==> src/core/led_dim_defs.vh <==
// Constants for the LED dimming pulse controller
`ifndef LED_DIM_DEFS_VH
`define LED_DIM_DEFS_VH
// Register byte offsets
`define OFF_CTRL 4'h0
`define OFF_FREE_DIV 4'h4
`define OFF_FRAME_MULT 4'h8
`define OFF_STATUS 4'hC
// Control register field positions
`define CTRL_FRAME_EN 0
`define CTRL_PHASE_EN 1
// Reset values
`define RST_CTRL 2'h0
`define RST_FREE_DIV 16'h0028
`define RST_FRAME_MULT 4'h3
// AXI responses
`define RESP_OKAY 2'h0
`define RESP_SLVERR 2'h2
// Dimming period: 1024 steps, full scale duty word
`define STEP_BITS 10
`define DUTY_FULL 11'h400
`define QUARTER_STEP 10'h100
// Analog level window in millivolts, 8-bit full code
`define ADIM_MV_LOW 12'h12C
`define ADIM_MV_HIGH 12'hBB8
`define ADIM_MV_SPAN 20'h0_0A8C
`define ADIM_CODE_MAX 8'hFF
`define ADIM_SCALE_FULL 9'h100
`endif

==> src/core/pulse_duty_decoder.v <==
// Measures the duty of the dimming pulse input as a fraction of 1024
`timescale 1ns/1ps
`default_nettype none
module pulse_duty_decoder #(
    parameter CNT_W = 21,
    parameter TIMEOUT = 21'h10_0000
)(
    // Clock and reset
    input wire aclk,
    input wire aresetn,
    // Synchronised pulse
    input wire pulse_in,
    // Decoded duty, 1024 = always on
    output reg [10:0] duty_q
);
`include "led_dim_defs.vh"
    localparam DW = CNT_W + `STEP_BITS;
    reg prev_q; // Previous pulse level
    reg [CNT_W-1:0] period_q; // Cycles since last rising edge
    reg [CNT_W-1:0] high_q; // High cycles in that span
    reg busy_q; // Divider running
    reg [7:0] steps_q; // Divider bits left
    reg [DW-1:0] dvd_q; // Dividend shifter
    reg [CNT_W-1:0] dvs_q; // Divisor
    reg [CNT_W-1:0] rem_q; // Partial remainder
    reg [DW-1:0] quo_q; // Quotient
    wire rise = pulse_in & ~prev_q;
    wire [CNT_W:0] rem_sh = {rem_q, dvd_q[DW-1]};
    wire fit = rem_sh >= {1'b0, dvs_q};
    wire [CNT_W:0] rem_sub = rem_sh - {1'b0, dvs_q};
    wire [DW-1:0] quo_nx = {quo_q[DW-2:0], fit};

    // Period and high time, restart on each rising edge while the divider is idle
    always @(posedge aclk)
    begin
        if (!aresetn)
        begin
            prev_q <= 1'b0;
            period_q <= {CNT_W{1'b0}};
            high_q <= {CNT_W{1'b0}};
            busy_q <= 1'b0;
            steps_q <= 8'h00;
            dvd_q <= {DW{1'b0}};
            dvs_q <= {CNT_W{1'b0}};
            rem_q <= {CNT_W{1'b0}};
            quo_q <= {DW{1'b0}};
            duty_q <= 11'h000;
        end
        else
        begin
            prev_q <= pulse_in;
            if (rise && !busy_q)
            begin
                // Full period seen, divide high by period
                busy_q <= 1'b1;
                steps_q <= DW[7:0];
                dvd_q <= {high_q, {`STEP_BITS{1'b0}}};
                dvs_q <= period_q;
                rem_q <= {CNT_W{1'b0}};
                quo_q <= {DW{1'b0}};
                period_q <= {{(CNT_W-1){1'b0}}, 1'b1};
                high_q <= {{(CNT_W-1){1'b0}}, 1'b1};
            end
            else if (period_q == TIMEOUT)
            begin
                // No edges: a static level is 0% or 100%
                duty_q <= pulse_in ? `DUTY_FULL : 11'h000;
                period_q <= {CNT_W{1'b0}};
                high_q <= {CNT_W{1'b0}};
            end
            else
            begin
                period_q <= period_q + 1'b1;
                high_q <= high_q + {{(CNT_W-1){1'b0}}, pulse_in};
            end
            // One quotient bit per cycle; slow but tiny
            if (busy_q)
            begin
                rem_q <= fit ? rem_sub[CNT_W-1:0] : rem_sh[CNT_W-1:0];
                quo_q <= quo_nx;
                dvd_q <= {dvd_q[DW-2:0], 1'b0};
                steps_q <= steps_q - 8'h01;
                if (steps_q == 8'h01)
                begin
                    busy_q <= 1'b0;
                    duty_q <= (quo_nx > {{(DW-11){1'b0}}, `DUTY_FULL}) ?
                        `DUTY_FULL : quo_nx[10:0];
                end
            end
        end
    end
endmodule // pulse_duty_decoder
`default_nettype wire

==> src/core/led_dim_pwm.v <==
// LED dimming pulse control with AXI4-Lite register access
`timescale 1ns/1ps
`default_nettype none
module led_dim_pwm #(
    parameter FRAME_W = 24,
    parameter DEC_CNT_W = 21,
    parameter DEC_TIMEOUT = 21'h10_0000
)(
    // Clock and reset
    input wire aclk,
    input wire aresetn,
    // AXI4-Lite write address
    input wire [3:0] s_axi_awaddr,
    input wire s_axi_awvalid,
    output wire s_axi_awready,
    // AXI4-Lite write data
    input wire [31:0] s_axi_wdata,
    input wire [3:0] s_axi_wstrb,
    input wire s_axi_wvalid,
    output wire s_axi_wready,
    // AXI4-Lite write response
    output reg [1:0] s_axi_bresp,
    output reg s_axi_bvalid,
    input wire s_axi_bready,
    // AXI4-Lite read address
    input wire [3:0] s_axi_araddr,
    input wire s_axi_arvalid,
    output wire s_axi_arready,
    // AXI4-Lite read data
    output reg [31:0] s_axi_rdata,
    output reg [1:0] s_axi_rresp,
    output reg s_axi_rvalid,
    input wire s_axi_rready,
    // Dimming pins, asynchronous
    input wire dimming_pulse_input,
    input wire current_level_select,
    input wire analog_dim_enable,
    input wire freq_set_tied_high,
    input wire frame_start,
    // Analog level from converter, same clock
    input wire [11:0] analog_level_input,
    // LED outputs
    output reg [3:0] led_channel_pin,
    output reg current_set_second
);
`include "led_dim_defs.vh"

    // Two-stage synchronisers for the five asynchronous dimming pins
    reg [4:0] sync1_q;
    reg [4:0] sync2_q;
    always @(posedge aclk)
    begin
        if (!aresetn)
        begin
            sync1_q <= 5'h00;
            sync2_q <= 5'h00;
        end
        else
        begin
            sync1_q <= {frame_start, freq_set_tied_high, analog_dim_enable,
                current_level_select, dimming_pulse_input};
            sync2_q <= sync1_q;
        end
    end
    wire pulse_s = sync2_q[0]; // Dimming pulse
    wire current_level_select_s = sync2_q[1]; // Current level select
    wire adim_s = sync2_q[2]; // Analog enable
    wire direct_s = sync2_q[3]; // Direct mode strap
    wire frame_s = sync2_q[4]; // Frame timing

    // Registers
    reg [1:0] ctrl_q; // Frame lock, phase shift enables
    reg [15:0] free_div_q; // Clocks per step, free mode
    reg [3:0] frame_mult_q; // Periods per frame
    reg [10:0] duty_act_q; // Duty of current period
    reg [7:0] adim_code_q; // Decoded analog level
    reg frame_prev_q; // Frame edge detect
    reg [FRAME_W-1:0] frame_cnt_q; // Clocks in this frame
    reg [FRAME_W-1:0] frame_len_q; // Last frame length
    reg [FRAME_W-1:0] acc_q; // Step accumulator
    reg [9:0] pos_q; // Position in dimming period
    wire [10:0] pwm_duty; // Decoded pulse duty

    // Pulse duty measurement
    pulse_duty_decoder #(
        .CNT_W(DEC_CNT_W),
        .TIMEOUT(DEC_TIMEOUT)
    ) u_dec (
        .aclk(aclk),
        .aresetn(aresetn),
        .pulse_in(pulse_s),
        .duty_q(pwm_duty)
    );

    // Analog level to 8-bit code, clamped outside the window
    wire [11:0] mv_off = analog_level_input - `ADIM_MV_LOW;
    wire [19:0] mv_scaled = {8'h00, mv_off} * {12'h000, `ADIM_CODE_MAX};
    wire [19:0] mv_code = mv_scaled / `ADIM_MV_SPAN;
    always @(posedge aclk)
    begin
        if (!aresetn)
            adim_code_q <= 8'h00;
        else if (analog_level_input <= `ADIM_MV_LOW)
            adim_code_q <= 8'h00;
        else if (analog_level_input >= `ADIM_MV_HIGH)
            adim_code_q <= `ADIM_CODE_MAX;
        else
            adim_code_q <= mv_code[7:0];
    end

    // Duty source: pulse alone, or pulse times analog level
    wire [8:0] adim_scale = (adim_code_q == `ADIM_CODE_MAX) ?
        `ADIM_SCALE_FULL : {1'b0, adim_code_q};
    wire [19:0] prod = {9'h000, pwm_duty} * {11'h000, adim_scale};
    wire [10:0] duty_src = adim_s ? prod[18:8] : pwm_duty;

    // Step rate: free divider or frame-locked fraction
    wire frame_en = ctrl_q[`CTRL_FRAME_EN];
    wire phase_en = ctrl_q[`CTRL_PHASE_EN];
    wire frame_edge = frame_s & ~frame_prev_q;
    wire [FRAME_W-1:0] inc = frame_en ?
        {{(FRAME_W-14){1'b0}}, frame_mult_q, 10'h000} :
        {{(FRAME_W-1){1'b0}}, 1'b1};
    wire [FRAME_W-1:0] thr = frame_en ? frame_len_q :
        {{(FRAME_W-16){1'b0}}, free_div_q};
    wire [FRAME_W-1:0] thr_g = (thr == {FRAME_W{1'b0}}) ?
        {{(FRAME_W-1){1'b0}}, 1'b1} : thr;
    wire [FRAME_W:0] acc_sum = {1'b0, acc_q} + {1'b0, inc};
    wire step = acc_sum >= {1'b0, thr_g};
    wire [FRAME_W:0] acc_left = acc_sum - {1'b0, thr_g};
    wire restart = frame_en & frame_edge;
    wire period_start = restart | (step & (pos_q == 10'h3FF));

    // Period counter; frame edge re-aligns phase in lock mode
    always @(posedge aclk)
    begin
        if (!aresetn)
        begin
            frame_prev_q <= 1'b0;
            frame_cnt_q <= {FRAME_W{1'b0}};
            frame_len_q <= {FRAME_W{1'b1}};
            acc_q <= {FRAME_W{1'b0}};
            pos_q <= 10'h000;
        end
        else
        begin
            frame_prev_q <= frame_s;
            if (frame_edge)
            begin
                // Length counts the edge cycle itself
                frame_len_q <= frame_cnt_q + 1'b1;
                frame_cnt_q <= {FRAME_W{1'b0}};
            end
            else if (frame_cnt_q != {FRAME_W{1'b1}})
                frame_cnt_q <= frame_cnt_q + 1'b1;
            if (restart)
            begin
                acc_q <= {FRAME_W{1'b0}};
                pos_q <= 10'h000;
            end
            else if (step)
            begin
                // Short frames may lag; the accumulator then grows and can wrap past its width
                acc_q <= acc_left[FRAME_W-1:0];
                pos_q <= pos_q + 10'h001;
            end
            else
                acc_q <= acc_sum[FRAME_W-1:0];
        end
    end

    // New duty only at period start; current select at period start, or at once in direct mode
    always @(posedge aclk)
    begin
        if (!aresetn)
        begin
            duty_act_q <= 11'h000;
            current_set_second <= 1'b0;
        end
        else
        begin
            if (period_start)
                duty_act_q <= duty_src;
            if (direct_s)
                current_set_second <= current_level_select_s;
            else if (period_start)
                current_set_second <= current_level_select_s;
        end
    end

    // Channel windows: compare position, optional quarter stagger
    reg [3:0] led_d;
    integer ch;
    always @*
    begin
        led_d = 4'h0;
        for (ch = 0; ch < 4; ch = ch + 1)
        begin
            if (direct_s)
                led_d[ch] = pulse_s;
            else if (phase_en)
                led_d[ch] = {1'b0, pos_q - ch[1:0] * `QUARTER_STEP}
                    < duty_act_q;
            else
                led_d[ch] = {1'b0, pos_q} < duty_act_q;
        end
    end
    always @(posedge aclk)
    begin
        if (!aresetn)
            led_channel_pin <= 4'h0;
        else
            led_channel_pin <= led_d;
    end

    // AXI write channel: address and data may arrive in any order
    reg aw_have_q;
    reg w_have_q;
    reg [3:0] aw_addr_q;
    reg [31:0] w_data_q;
    reg [3:0] w_strb_q;
    assign s_axi_awready = ~aw_have_q & ~s_axi_bvalid;
    assign s_axi_wready = ~w_have_q & ~s_axi_bvalid;
    wire do_write = aw_have_q & w_have_q & ~s_axi_bvalid;
    wire wr_hit = (aw_addr_q == `OFF_CTRL) |
        (aw_addr_q == `OFF_FREE_DIV) | (aw_addr_q == `OFF_FRAME_MULT);
    always @(posedge aclk)
    begin
        if (!aresetn)
        begin
            aw_have_q <= 1'b0;
            w_have_q <= 1'b0;
            aw_addr_q <= 4'h0;
            w_data_q <= 32'h0000_0000;
            w_strb_q <= 4'h0;
            s_axi_bvalid <= 1'b0;
            s_axi_bresp <= `RESP_OKAY;
            ctrl_q <= `RST_CTRL;
            free_div_q <= `RST_FREE_DIV;
            frame_mult_q <= `RST_FRAME_MULT;
        end
        else
        begin
            if (s_axi_awvalid && s_axi_awready)
            begin
                aw_have_q <= 1'b1;
                aw_addr_q <= {s_axi_awaddr[3:2], 2'b00};
            end
            if (s_axi_wvalid && s_axi_wready)
            begin
                w_have_q <= 1'b1;
                w_data_q <= s_axi_wdata;
                w_strb_q <= s_axi_wstrb;
            end
            if (do_write)
            begin
                aw_have_q <= 1'b0;
                w_have_q <= 1'b0;
                s_axi_bvalid <= 1'b1;
                s_axi_bresp <= wr_hit ? `RESP_OKAY : `RESP_SLVERR;
                if (aw_addr_q == `OFF_CTRL && w_strb_q[0])
                    ctrl_q <= w_data_q[1:0];
                if (aw_addr_q == `OFF_FREE_DIV)
                begin
                    if (w_strb_q[0])
                        free_div_q[7:0] <= w_data_q[7:0];
                    if (w_strb_q[1])
                        free_div_q[15:8] <= w_data_q[15:8];
                end
                if (aw_addr_q == `OFF_FRAME_MULT && w_strb_q[0])
                    frame_mult_q <= w_data_q[3:0];
            end
            else if (s_axi_bvalid && s_axi_bready)
                s_axi_bvalid <= 1'b0;
        end
    end

    // AXI read channel: one cycle to answer
    assign s_axi_arready = ~s_axi_rvalid;
    always @(posedge aclk)
    begin
        if (!aresetn)
        begin
            s_axi_rvalid <= 1'b0;
            s_axi_rdata <= 32'h0000_0000;
            s_axi_rresp <= `RESP_OKAY;
        end
        else if (s_axi_arvalid && s_axi_arready)
        begin
            s_axi_rvalid <= 1'b1;
            s_axi_rresp <= `RESP_OKAY;
            case ({s_axi_araddr[3:2], 2'b00})
                `OFF_CTRL: s_axi_rdata <= {30'h0000_0000, ctrl_q};
                `OFF_FREE_DIV: s_axi_rdata <= {16'h0000, free_div_q};
                `OFF_FRAME_MULT: s_axi_rdata <= {28'h000_0000, frame_mult_q};
                `OFF_STATUS: s_axi_rdata <= {adim_code_q, pwm_duty,
                    current_set_second, direct_s, duty_act_q};
                default:
                begin
                    // Unmapped word reads zero with an error
                    s_axi_rdata <= 32'h0000_0000;
                    s_axi_rresp <= `RESP_SLVERR;
                end
            endcase
        end
        else if (s_axi_rready)
            s_axi_rvalid <= 1'b0;
    end
endmodule // led_dim_pwm
`default_nettype wire

==> config.mk <==
export PLATFORM = sky130hd
export DESIGN_NAME = led_dim_pwm
export DESIGN_NICKNAME = d
export VERILOG_FILES = /design/src/core/pulse_duty_decoder.v /design/src/core/led_dim_pwm.v
export VERILOG_INCLUDE_DIRS = /design/src /design/src/core
export SDC_FILE = /design/constraint.sdc
export NUM_CORES = 1
export LEC_CHECK = 0
export BUFFER_PORTS_ARGS = -buffer_cell sky130_fd_sc_hd__buf_4
export CORE_ASPECT_RATIO = 0.8
export CORE_MARGIN = 4
export CORE_UTILIZATION = 50
export DETAILED_ROUTE_END_ITERATION = 16
export PLACE_DENSITY = 0.69
export RECOVER_POWER = 50
export SYNTH_ARGS = -nofsm -noshare
export SYNTH_HDL_FRONTEND = slang
export SYNTH_SLANG_ARGS = --single-unit
==> constraint.sdc <==
create_clock -name aclk -period 15.75 [get_ports aclk]
set_input_delay 3.15 -clock aclk [delete_from_list [all_inputs] [get_ports aclk]]
set_output_delay 3.15 -clock aclk [all_outputs]
set_load 0.05 [all_outputs]
==> results.json <==
{
  "status": "finished, violations left",
  "violations": "max-capacitance violations, max-slew violations",
  "ys_seq_area_share_pct": 27.0,
  "drt-total-wl_um": 66800,
  "wire_per_inst_um": 16.5,
  "grt_pass1_vias": 22200,
  "ant_nets": 0,
  "fp.dieH_um": 212,
  "ys_top_cells_by_area": "dfxtp_1, ha_1, fa_1, a21oi_1, nor2_1",
  "drtIter0Drc": 2063,
  "vias": 23400,
  "final-max-slew-violation-count": 201,
  "ys_async_sr_fraction_pct": 0,
  "critPathMostFrequentCell": "buf_4",
  "cp.required_ns": 16.23,
  "setup_tns_ns": 0,
  "clk_pin_slew_worst_paths_ns": 0.06,
  "dieArea_um2": 55900,
  "diodes": 0,
  "grt_use_total_pct": 23.2,
  "cts_tree": "yes",
  "portBuffers": 88,
  "cap_violations": 3,
  "finalInstanceArea_um2": 29000,
  "most-common-layout-cells": "nor2_1, nand2_1, dfxtp_1",
  "ys_types": 120,
  "synth_edf_count": 0,
  "syn_area_um2": 26100,
  "critPathCaptureType": "flop",
  "min_period_over_period_pct": 95.2,
  "avgSynthCellArea_um2": 8.00,
  "fin_crit_ns": 14.99,
  "grt_pass1_wl_um": 111000,
  "ff2ff_path_depth": 41,
  "root_buffer": "clkbuf_16",
  "setup_violations": 0,
  "cts_buffer_depth": 3,
  "yosysWarnings": 0,
  "critPathSlowestCell": "or4_4",
  "cp_max_fo": 9,
  "crit_type": "in -> reg",
  "hp-class": "reg -> reg",
  "numCtsBuffers": 36,
  "core_um2": 51300,
  "grt_antenna_before_repair": 0,
  "synth_top_cell_by_area": "dfxtp_1",
  "cts_max_level": 2,
  "fin_util_pct": 56.5,
  "netlist.area_leader.share_pct": 27.0,
  "layout_commonest_cell": "nor2_1",
  "postSynthCellCount": 3259,
  "nets": 3658,
  "io-pin-count": 114,
  "die_x_um": 263,
  "rows": 74,
  "grt_max_degree": 124,
  "drive_gt1_share_pct": 10.2,
  "clock_latency_ns": 0.54,
  "max_slew_margin_pct": -164,
  "hold_violations": 0,
  "critPathArrivalTime_ns": 15.47,
  "cp-start-kind": "input pin",
  "post-dp-hpwl_um": 50600,
  "rsz0062_at_grt": "false",
  "critPathMaxStageDelay_ns": 0.55,
  "cts.sinks": 352,
  "grt-ovfl-total": 0,
  "drt-pass1-iter-count": 6,
  "cts-hold-fix-buffers": 0,
  "multi_input_area_um2": 17600,
  "via_per_inst": 5.77,
  "place_area_um2": 27700,
  "timing.fmax_mhz": 66.7,
  "register_area_um2": 7050,
  "tightestPinTransition_ns": 3.95,
  "start_util_pct": 50.8,
  "fin_skew_ns": 0.0227,
  "drc_errors": 0,
  "fill_cells": 4643,
  "gp_routability_congestion": 0.869,
  "hold_depth": 1,
  "syn_to_final_growth_pct": 11.2,
  "ys.flop_type": "dfxtp_1",
  "ys_ff_latch": 352
}
state kept, by name, summed over array words and instances (netlist names), 5 cells and up:
register and cells:
u_dec.rem_q 21, w_data_q 16, free_div_q 16, u_dec.quo_q 30, pos_q 10, u_dec.duty_q 11
acc_q 24, adim_code_q 8, u_dec.period_q 21, frame_cnt_q 24, s_axi_rdata 32, sync1_q 5
u_dec.dvd_q 21, frame_len_q 24, u_dec.dvs_q 21, u_dec.high_q 21, duty_act_q 11, sync2_q 5
u_dec.steps_q 8
repair_timing:
| action | CTS | global route |
|---|---|---|
| buffers inserted | 0 | 4 |
| endpoints found under the hold margin | 0 | 0 |
| gates resized for setup | 0 | 10 |
| setup endpoints to repair | 0 | 2 |
cell usage after synthesis (30+ instances only):
cell type  count
o21ai_0       89
a21oi_1      300
xnor2_1      134
ha_1         164
nand4_1       34
a211oi_1      30
nor2_1       393
xor2_1        90
a21o_1        70
nand3_1       97
mux2i_1       68
and3_1        55
inv_1        216
and2_1        43
clkbuf_1     119
nor3_1        52
nand2_1      352
dfxtp_1      352
a22oi_1       58
fa_1          89
through the flow:
stage / worst slack [ns] / hold slack, ns / std cells
global placement: 0.383 / 0.417 / 3979
floorplan: 1.36 / 0.412 / 3261
global route: 0.00670 / 0.450 / 4047
finish: 0.758 / 0.442 / 4047
CTS: 0.677 / 0.442 / 4043
detailed placement: 0.197 / 0.421 / 3979
per-layer routing:
| layer | vias up | global-route usage [%] | part of all wire (%) |
|---|---|---|---|
| li1 | 11500 | - | - |
| met1 | 11100 | 34.7 | 49 |
| met2 | 637 | 36.3 | 43 |
| met3 | 95 | 3.14 | 6.0 |
| met4 | 0 | 4.25 | 1.7 |
| met5 | - | 0 | 0 |
critical path, delay by kind of cell:
| family | cells | cell delay [ns] |
|---|---|---|
| buffers and inverters | 9 | 1.20 |
| XOR/XNOR | 5 | 1.05 |
| AND/OR/NAND/NOR | 8 | 2.33 |
| adder cells (fa/ha/maj) | 6 | 2.19 |
| AO/OA/AOI/OAI | 22 | 5.50 |
cells by family after synthesis:
group / count (synthesis) / share of synthesized area (%)
other: 1 / 0.0144
xor gates and xnor gates: 228 / 7.78
buffers and inverters: 373 / 5.57
adders and majority gates: 255 / 14.8
muxes: 94 / 3.82
DFF: 352 / 27.0
and+or+nand+nor: 1192 / 21.4
AOI/OAI and AO/OA: 764 / 19.6
cell type report:
| type | instances | share of cell area (%) |
|---|---|---|
| Multi-Input combinational cell | 2536 | 60.8 |
| Sequential cell | 352 | 24.3 |
| Timing Repair Buffer | 193 | 4.82 |
| Clock buffer | 50 | 3.74 |
| Tap cell | 684 | 2.95 |
| Inverter | 218 | 2.83 |
| Clock inverter | 14 | 0.531 |
worst paths after layout:
kind / endpoint / slack (ns) / start
setup / recovery: adim_code_q[0] / 0.76 / analog_level_input[2]
hold / removal: sync2_q[2] / 0.44 / sync1_q[2]
setup reg to reg: duty_act_q[10] / 7.32 / adim_code_q[4]
hold reg to reg: sync2_q[2] / 0.44 / sync1_q[2]
Power is left out: the tool's default activity adds up to more than one toggle a clock period on the data nets, which glitch-free logic cannot reach.
